==> config.mk <==
export PLATFORM = sky130hd
export DESIGN_NAME = spfp_prog
export DESIGN_NICKNAME = d
export VERILOG_FILES = /design/src/spfp_pkg.sv /design/src/spfp_prog.sv
export VERILOG_INCLUDE_DIRS = /design/src
export SDC_FILE = /design/constraint.sdc
export NUM_CORES = 1
export LEC_CHECK = 0
export BUFFER_PORTS_ARGS = -buffer_cell sky130_fd_sc_hd__buf_4
export CORE_ASPECT_RATIO = 1.75
export CORE_MARGIN = 5
export CORE_UTILIZATION = 40
export DETAILED_ROUTE_END_ITERATION = 16
export GPL_ROUTABILITY_DRIVEN = 0
export HOLD_SLACK_MARGIN = 0.02
export PLACE_DENSITY_LB_ADDON = 0.15
export SKIP_LAST_GASP = 1
export SLEW_MARGIN = 10
export SYNTH_ARGS = -nofsm -noshare
export SYNTH_HDL_FRONTEND = slang
export SYNTH_SLANG_ARGS = --single-unit
==> constraint.sdc <==
create_clock -name clk -period 8.6 [get_ports clk]
set_input_delay 1.29 -clock clk [delete_from_list [all_inputs] [get_ports clk]]
set_output_delay 1.29 -clock clk [all_outputs]
set_load 0.01 [all_outputs]
==> src/spfp_cfg.svh <==
// Purpose: constants of the supply-pulse fuse programmer
// Assumes: 200 MHz core clock
// Notes: times in us, counts derived from them
`ifndef SPFP_CFG_SVH
`define SPFP_CFG_SVH
`define SPFP_CLK_MHZ 200
`define SPFP_T_QUAL_US 10
`define SPFP_T_BLOW_US 90
`define SPFP_QUAL_CYC (`SPFP_T_QUAL_US * `SPFP_CLK_MHZ)
`define SPFP_BLOW_CYC (`SPFP_T_BLOW_US * `SPFP_CLK_MHZ)
`define SPFP_AW 8
`define SPFP_K_PAR 5'h01
`define SPFP_K_HYS 5'h03
`define SPFP_K_DOWN 5'h04
`define SPFP_K_FLO 5'h07
`define SPFP_K_FHI 5'h08
`define SPFP_K_BITW 5'h09
`define SPFP_K_MODE 5'h0B
`define SPFP_OP_MAX 6'h3F
`define SPFP_HYS_MAX 2'h3
`define SPFP_CODE_INIT 6'h01
`define SPFP_ADDR_INIT 8'h01
`define SPFP_LOCK_BIT 4
`define SPFP_OFS_CTRL 8'h00
`define SPFP_OFS_STAT 8'h04
`define SPFP_OFS_CODE 8'h08
`define SPFP_CTRL_RST 1'b0
`define SPFP_RESP_OK 2'h0
`define SPFP_RESP_ERR 2'h2
`endif

==> src/spfp_pkg.sv <==
// Purpose: types of the supply-pulse fuse programmer
// Assumes: nothing
// Notes: fuse struct order matches the sense bus
package spfp_pkg;
  typedef enum logic [2:0] {
    ST_IDLE = 3'h0, ST_H1 = 3'h1, ST_H1M = 3'h2,
    ST_TRY = 3'h3, ST_ADDR = 3'h4, ST_SPENT = 3'h5
  } spfp_state_t;
  typedef enum logic [1:0] {B_BOP = 2'h0, SWITCH_HYSTERESIS = 2'h1, B_PAR = 2'h2} spfp_base_t;
  typedef enum logic [2:0] {
    TM_UP = 3'h0, TM_DOWN = 3'h1, TM_BIT = 3'h2, TM_HYS = 3'h3, TM_PAR = 3'h4
  } spfp_tm_t;
  typedef struct packed {
    logic par;
    logic lock;
    logic [1:0] hys;
    logic [5:0] bop;
  } spfp_fuse_t;
  typedef struct packed {
    logic lock;
    logic burn;
    logic iup;
    logic chk_hi;
    logic chk_lo;
    logic [4:0] m;
    spfp_tm_t tm;
    spfp_state_t st;
  } spfp_stat_t;
  typedef struct packed {
    spfp_fuse_t fuses;
    logic [5:0] op;
    logic [1:0] hy;
  } spfp_code_t;
  typedef struct packed {
    logic [1:0] sm, sh, mf;
    spfp_fuse_t fs1, fs2;
    logic pa;
    logic [15:0] pc, hc;
    spfp_state_t st;
    spfp_base_t base;
    spfp_tm_t tm;
    logic [4:0] m;
    logic [5:0] op;
    logic [1:0] hy;
    logic par;
    logic [7:0] addr;
    logic burn;
    spfp_fuse_t bsel;
    logic [5:0] op_o;
    logic [1:0] hy_o;
    logic chk_lo, chk_hi, iup, off;
    logic aw_got, w_got, awready, wready, bvalid, arready, rvalid;
    logic [7:0] awa;
    logic [31:0] wd, rdata;
    logic [3:0] ws;
    logic [1:0] bresp, rresp;
  } spfp_regs_t;
endpackage : spfp_pkg

==> src/spfp_prog.sv <==
// Purpose: supply-pulse key decoder, try counters, fuse blow control
// Assumes: supply level comparators and fuse sense are asynchronous
// Notes: fuses themselves sit outside; this logic steers them
`timescale 1ns/1ps
`include "spfp_cfg.svh"
`default_nettype none
module spfp_prog
  import spfp_pkg::*;
#(
  parameter logic [15:0] BLOW_CYC = 16'(`SPFP_BLOW_CYC),
  parameter logic [15:0] QUAL_CYC = 16'(`SPFP_QUAL_CYC)
) (
  // Clock and reset
  input wire logic clk,
  input wire logic rst_n,
  // Supply level comparators
  input wire logic prog_level_mid,
  input wire logic prog_level_high,
  // Fuse array
  input wire spfp_fuse_t fuse_sense,
  input wire logic fuse_margin_fail,
  output logic fuse_burn_en,
  output spfp_fuse_t fuse_burn_sel,
  output logic check_blown_en,
  output logic check_intact_en,
  output logic supply_current,
  // Analog trims
  output logic [5:0] operate_point,
  output logic [1:0] switch_hysteresis,
  // AXI4-Lite slave
  input wire logic [`SPFP_AW-1:0] s_axi_awaddr,
  input wire logic s_axi_awvalid,
  output logic s_axi_awready,
  input wire logic [31:0] s_axi_wdata,
  input wire logic [3:0] s_axi_wstrb,
  input wire logic s_axi_wvalid,
  output logic s_axi_wready,
  output logic [1:0] s_axi_bresp,
  output logic s_axi_bvalid,
  input wire logic s_axi_bready,
  input wire logic [`SPFP_AW-1:0] s_axi_araddr,
  input wire logic s_axi_arvalid,
  output logic s_axi_arready,
  output logic [31:0] s_axi_rdata,
  output logic [1:0] s_axi_rresp,
  output logic s_axi_rvalid,
  input wire logic s_axi_rready
);

  logic [1:0] rsync;
  logic rst_s;
  spfp_regs_t q, d;
  logic act, evq, evh, evm, lock;

  // ********************************
  // Reset release
  // ********************************
  always_ff @(posedge clk or negedge rst_n) begin
    if (!rst_n) begin
      rsync <= 2'h0;
    end else begin
      rsync <= {rsync[0], 1'b1};
    end
  end
  assign rst_s = rsync[1];

  // ********************************
  // Pulse events
  // ********************************
  assign act = q.sm[1] | q.sh[1];
  assign evq = q.pa & !act & (q.pc >= QUAL_CYC);
  assign evh = evq & (q.hc >= QUAL_CYC);
  assign evm = evq & !evh;
  assign lock = q.fs2.lock;

  // ********************************
  // Next state
  // ********************************
  always_comb begin
    spfp_fuse_t sel;
    spfp_stat_t stat;
    spfp_code_t code;
    logic clr, try_on, win;
    sel = '0;
    stat = '0;
    code = '0;
    clr = 1'b0;
    try_on = 1'b0;
    win = 1'b0;
    d = q;
    d.sm = {q.sm[0], prog_level_mid};
    d.sh = {q.sh[0], prog_level_high};
    d.mf = {q.mf[0], fuse_margin_fail};
    d.fs1 = fuse_sense;
    d.fs2 = q.fs1;
    d.pa = act;
    // Saturate so a stuck supply cannot roll the count over
    d.pc = !act ? 16'h0 : (&q.pc ? q.pc : q.pc + 16'h1);
    d.hc = !q.sh[1] ? 16'h0 : (&q.hc ? q.hc : q.hc + 16'h1);

    // Register write, both channels in either order
    if (s_axi_awvalid && q.awready) begin
      d.aw_got = 1'b1;
      d.awa = s_axi_awaddr;
    end
    if (s_axi_wvalid && q.wready) begin
      d.w_got = 1'b1;
      d.wd = s_axi_wdata;
      d.ws = s_axi_wstrb;
    end
    if (q.aw_got && q.w_got && !q.bvalid) begin
      d.aw_got = 1'b0;
      d.w_got = 1'b0;
      d.bvalid = 1'b1;
      d.bresp = `SPFP_RESP_OK;
      unique case (q.awa)
        `SPFP_OFS_CTRL: begin
          if (q.ws[0]) begin
            d.off = q.wd[0];
            clr = q.wd[1];
          end
        end
        `SPFP_OFS_STAT, `SPFP_OFS_CODE: ;
        default: d.bresp = `SPFP_RESP_ERR;
      endcase
    end
    if (q.bvalid && s_axi_bready) begin
      d.bvalid = 1'b0;
    end
    d.awready = !d.aw_got && !d.bvalid;
    d.wready = !d.w_got && !d.bvalid;

    // Register read
    stat.lock = lock;
    stat.burn = q.burn;
    stat.iup = q.iup;
    stat.chk_hi = q.chk_hi;
    stat.chk_lo = q.chk_lo;
    stat.m = q.m;
    stat.tm = q.tm;
    stat.st = q.st;
    code.fuses = q.fs2;
    code.op = q.op_o;
    code.hy = q.hy_o;
    if (s_axi_arvalid && q.arready) begin
      d.rvalid = 1'b1;
      d.rresp = `SPFP_RESP_OK;
      unique case (s_axi_araddr)
        `SPFP_OFS_CTRL: d.rdata = {31'h0, q.off};
        `SPFP_OFS_STAT: d.rdata = 32'(stat);
        `SPFP_OFS_CODE: d.rdata = 32'(code);
        default: begin
          d.rdata = 32'h0;
          d.rresp = `SPFP_RESP_ERR;
        end
      endcase
    end else if (q.rvalid && s_axi_rready) begin
      d.rvalid = 1'b0;
    end
    d.arready = !d.rvalid;

    // ********************************
    // Key decoder, acts on pulse falling edges
    // ********************************
    if (q.off || clr) begin
      d.st = ST_IDLE;
    end else if (evq) begin
      unique case (q.st)
        ST_IDLE: begin
          if (evh) d.st = ST_H1;
        end
        ST_H1: begin
          if (evh) begin
            d.st = ST_TRY;
            d.base = B_BOP;
            d.tm = TM_UP;
            d.op = `SPFP_CODE_INIT;
            d.m = 5'h0;
          end else begin
            d.st = ST_H1M;
            d.m = 5'h1;
          end
        end
        ST_H1M: begin
          if (evm) begin
            d.m = q.m + 5'h1;
            if (q.m == `SPFP_K_HYS) d.st = ST_IDLE;
          end else if (q.m == `SPFP_K_PAR) begin
            d.st = ST_TRY;
            d.base = B_PAR;
            d.tm = TM_PAR;
            d.par = 1'b1;
            d.m = 5'h0;
          end else if (q.m == `SPFP_K_HYS) begin
            d.st = ST_TRY;
            d.base = SWITCH_HYSTERESIS;
            d.tm = TM_HYS;
            d.hy = 2'h1;
            d.m = 5'h0;
          end else begin
            d.st = ST_IDLE;
          end
        end
        ST_TRY: begin
          if (evm) begin
            d.m = &q.m ? q.m : q.m + 5'h1;
            unique case (q.tm)
              TM_UP: d.op = (q.op == `SPFP_OP_MAX) ? 6'h0 : q.op + 6'h1;
              TM_DOWN: d.op = (q.op == 6'h0) ? `SPFP_OP_MAX : q.op - 6'h1;
              TM_BIT: d.op = (q.op == 6'h0) ? 6'h1 : {q.op[4:0], 1'b0};
              TM_HYS: if (q.hy != `SPFP_HYS_MAX) d.hy = q.hy + 2'h1;
              TM_PAR: d.par = 1'b1;
              default: d.st = ST_IDLE;
            endcase
          end else if (q.m == `SPFP_K_MODE && q.tm inside {TM_UP, TM_HYS, TM_PAR}) begin
            d.st = ST_ADDR;
            d.addr = `SPFP_ADDR_INIT;
          end else if (q.tm == TM_UP && q.m == `SPFP_K_DOWN) begin
            d.tm = TM_DOWN;
            d.op = `SPFP_OP_MAX;
          end else if (q.tm == TM_UP && q.m == `SPFP_K_BITW) begin
            d.tm = TM_BIT;
            d.op = 6'h1;
          end else begin
            d.st = ST_IDLE;
          end
        end
        ST_ADDR: begin
          if (evm) d.addr = {q.addr[6:0], 1'b0};
          else d.st = ST_SPENT;
        end
        ST_SPENT: ;
        default: d.st = ST_IDLE;
      endcase
    end

    // ********************************
    // Fuse burn window
    // ********************************
    // Base register and one-hot address pick at most one fuse
    unique case (q.base)
      B_BOP: sel.bop = q.addr[5:0];
      SWITCH_HYSTERESIS: begin
        sel.hys = q.addr[1:0];
        sel.lock = q.addr[`SPFP_LOCK_BIT];
      end
      B_PAR: sel.par = q.addr[0] & ^q.fs2[7:0];
      default: sel = '0;
    endcase
    if (lock) sel = '0;
    // Window closes after the blow time so a stuck supply cannot overheat the fuse
    win = (q.st == ST_ADDR) && q.sh[1] && !q.off &&
      (q.hc >= QUAL_CYC) && (q.hc < BLOW_CYC);
    d.burn = win && (|sel);
    d.bsel = win ? sel : spfp_fuse_t'('0);

    // ********************************
    // Trim outputs and fuse check
    // ********************************
    try_on = (q.st == ST_TRY) && !lock;
    d.op_o = (try_on && q.base == B_BOP) ? q.op : q.fs2.bop;
    d.hy_o = (try_on && q.base == SWITCH_HYSTERESIS) ? q.hy : q.fs2.hys;
    d.chk_lo = (q.st == ST_TRY) && q.base == SWITCH_HYSTERESIS && q.m == `SPFP_K_FLO;
    d.chk_hi = (q.st == ST_TRY) && q.base == SWITCH_HYSTERESIS && q.m == `SPFP_K_FHI;
    d.iup = (q.chk_lo || q.chk_hi) && q.mf[1];
  end

  // ********************************
  // State register
  // ********************************
  // All try state is volatile and cleared by power-on reset
  always_ff @(posedge clk or negedge rst_s) begin
    if (!rst_s) begin
      q <= '0;
    end else begin
      q <= d;
    end
  end

  assign fuse_burn_en = q.burn;
  assign fuse_burn_sel = q.bsel;
  assign check_blown_en = q.chk_hi;
  assign check_intact_en = q.chk_lo;
  assign supply_current = q.iup;
  assign operate_point = q.op_o;
  assign switch_hysteresis = q.hy_o;
  assign s_axi_awready = q.awready;
  assign s_axi_wready = q.wready;
  assign s_axi_bresp = q.bresp;
  assign s_axi_bvalid = q.bvalid;
  assign s_axi_arready = q.arready;
  assign s_axi_rdata = q.rdata;
  assign s_axi_rresp = q.rresp;
  assign s_axi_rvalid = q.rvalid;
endmodule : spfp_prog
`default_nettype wire

==> metrics.txt <==
Worst EP required around 8.9 ns; post-synthesis adder-cell area fraction under 10%; vias after detailed routing 5403; Antenna Cells 0; Pins Over Slew Limit 0; DRT antenna net count 0; Die X-Extent about 110 µm; Die H 190.4 µm; Worst Hold Launch d[198]; Worst path max stage delay ~0.87 ns; Yosys cell types 75; WHS ~0.35 ns; Post-Place Worst Slack 5.333 ns; clock transition at the registers of the reported paths 0.06 ns; hold depth 0; total CTS buffers 17; Congestion Overflow GR 0; Max-slew headroom between 20 and 30%; Routed wire per std cell between 15 and 20 µm; Avg Vias per Cell between 5 and 6; Cell Chain, Critical Path or4_4 > o311ai_1 > or3_1 > or2_1 > mux2_2; setup bufs post-CTS 0; CTS hold repair buffers 0; final worst slack approximately 5.7 ns; most frequent cells in the layout dfrtp_1, buf_4, nor2_1, nand2_1, o21ai_0; R2R depth 5; Async SR Flop Fraction 100.0%; Pleak between 3 and 4 nW; final setup violating endpoints 0; Cell Pwr Density roughly 220 nW/µm²; final std cells w/o fill 1015; area added between synthesis and finish 14.40%; Longest Clk Path Bufs 2; Crit-path slowest cell o311ai_1; commonest non-fill, non-tap cell in the layout dfrtp_1; H-tree depth 4; largest net degree at the start of global routing 84; Clock Skews between 0.005 and 0.006 ns; Post-Syn Instances approximately 730; sequential area share after synthesis 50.12%; layout net count ~850; Avg Inst Size Synth roughly 10 µm²; core area approximately 18000 µm²; post-route setup TNS 0 ns; mux cell area share after synthesis roughly 4.7%; Max VDD drop between 0.1 and 0.15 mV; TritonRoute pass-1 iters 4; crit path DAT ~3.2 ns; minimum clock period between 2 and 3 ns; hold crit path type register to register; unrepaired setup endpoints after global routing no; Initial Util 40.40%; row count 66; DRT Wirelength between 15000 and 20000 µm; R2R setup slack around 5.7 ns; clock latency on the worst-skew pair around 0.42 ns; clock tree sinks 149; Critical Path End Type register; CP Buf/Inv Count 0; Fmax achieved between 300 and 400 MHz; Worst R2R Start q[171]; Netlist Area Pre-Place 7440 µm²; Post-Synth Simple-Gate Area between 15 and 20%; TritonCTS clock tree done; IO Pins 135; DP HPWL 12690 µm; Top FF cell, synth dfrtp_1; Hold Crit Endpoint q[198]; IO Port Bufs 85; layout cells sized above 1 between 20% and 30%; main combinational cell family by area after synthesis simple AND/OR/NAND/NOR gates; DRC Markers 0; global-route wire length before repair roughly 28000 µm; final instance area 8511 µm²; Post-synth EDFFs 0; nature of the critical path startpoint register; vias in the first global route approximately 5700; Cell Area, Placed about 7900 µm²; Syn. warnings 0; status complete, no violations; CP top delay family simple AND/OR/NAND/NOR gates; post-synthesis compound-gate area fraction 13.22%; crit share post-route 34.12%; Worst Max-Slew Pin Slew approximately 1.1 ns; Post-Place Cells just under 1000; 1st-iter DRT viols 238; Filler cells between 1500 and 2000; initial antenna violation count 0; xor/xnor cell area share of the yosys netlist around 4.2%; Reg-to-Reg End q[121]; post-CTS sizing 0; Die ar. about 22000 µm²; worst-path maximum fanout 7; Synth Register Bits 149; Max-cap violations 0; Total Routing Usage GR approximately 17%; clk root buf clkbuf_16; critical path class register to register; Hold Fails Final Rpt 0
-- worst register-to-register path: stages (launching register included) --
cell	delay, ns
dfrtp_1	0.44
or4_4	0.56
o311ai_1	0.87
or3_1	0.30
or2_1	0.29
mux2_2	0.37
-- flip-flops by register name, indices dropped and copies added (netlist names), 2 cells and up --
| signal | flops |
|---|---|
| operate_point | 6 |
| q | 86 |
| d | 13 |
| switch_hysteresis | 2 |
| s_axi_rdata | 18 |
| fuse_burn_sel | 10 |
| rsync | 2 |
-- worst max path at each step --
stage / from / end / slack, ns / cells past startpoint
final: q[171] / q[121] / 5.67 / 5
after global routing: q[196] / q[122] / 5.36 / 5
after CTS: q[196] / q[122] / 5.62 / 5
after detailed placement: s_axi_araddr[1] / s_axi_rdata[4] / 5.33 / 6
after global placement: s_axi_araddr[1] / s_axi_rdata[7] / 5.42 / 6
after floorplan: rsync[1] / check_blown_en / 4.14 / 0
-- area by class of cell --
class / count / area (µm²) / share of cell area [%]
flip-flops and latches: 149 / 3732 / 43.85
clock inverters: 13 / 155.1 / 1.823
repair buffers: 87 / 653.1 / 7.674
multi-input cells: 484 / 3126 / 36.72
inverters: 25 / 93.84 / 1.103
clock buffers: 19 / 452.9 / 5.322
well taps: 238 / 297.8 / 3.499
-- cells in the mapped netlist (all sizes together), types with 11 or more instances --
master / count / share of area, %
a22oi: 15 / 1.5
nor3: 14 / 0.94
clkbuf: 26 / 1.6
and3: 26 / 2.2
ha: 11 / 1.8
mux2: 29 / 4.4
inv: 25 / 1.3
xor2: 13 / 1.5
xnor2: 23 / 2.7
nor2: 62 / 3.2
a21oi: 22 / 1.5
nor4: 13 / 1.3
dfrtp: 149 / 50
o21ai: 39 / 2.6
nand2: 54 / 2.7
buf: 59 / 5.9
nand3: 27 / 1.8
-- kinds of logic after synthesis --
| family | after synthesis |
|---|---|
| simple gates | 246 |
| flops | 149 |
| compound gates | 143 |
| buf+inv | 110 |
| xor+xnor | 36 |
| mux | 31 |
| fa+ha+maj | 11 |
| other cells | 2 |
-- where the power goes --
group | leakage, nW | internal [mW] | switching, mW
sequential | 1.93 | 0.768 | 0.0751
clock | 0.295 | 0.470 | 0.290
combinational | 1.59 | 0.111 | 0.121
total | 3.82 | 1.35 | 0.487
-- stage by stage --
stage | power, mW | util [%]
2_1_floorplan | 1.015 | -
3_3_place_gp | 1.080 | 42.91
3_5_place_dp | 1.090 | 42.91
4_1_cts | 1.857 | 46.22
5_1_grt | 1.921 | 46.22
6_report | 1.836 | 46.22
-- per-layer routing --
layer / up-vias / GRT usage, % / routed length [µm]
li1: 2571 / - / -
met1: 2645 / 16.89 / 6214
met2: 152 / 30.98 / 9558
met3: 35 / 3.334 / 762
met4: 0 / 8.700 / 682
met5: - / 0 / 0
(Power assumes the default switching activity.)
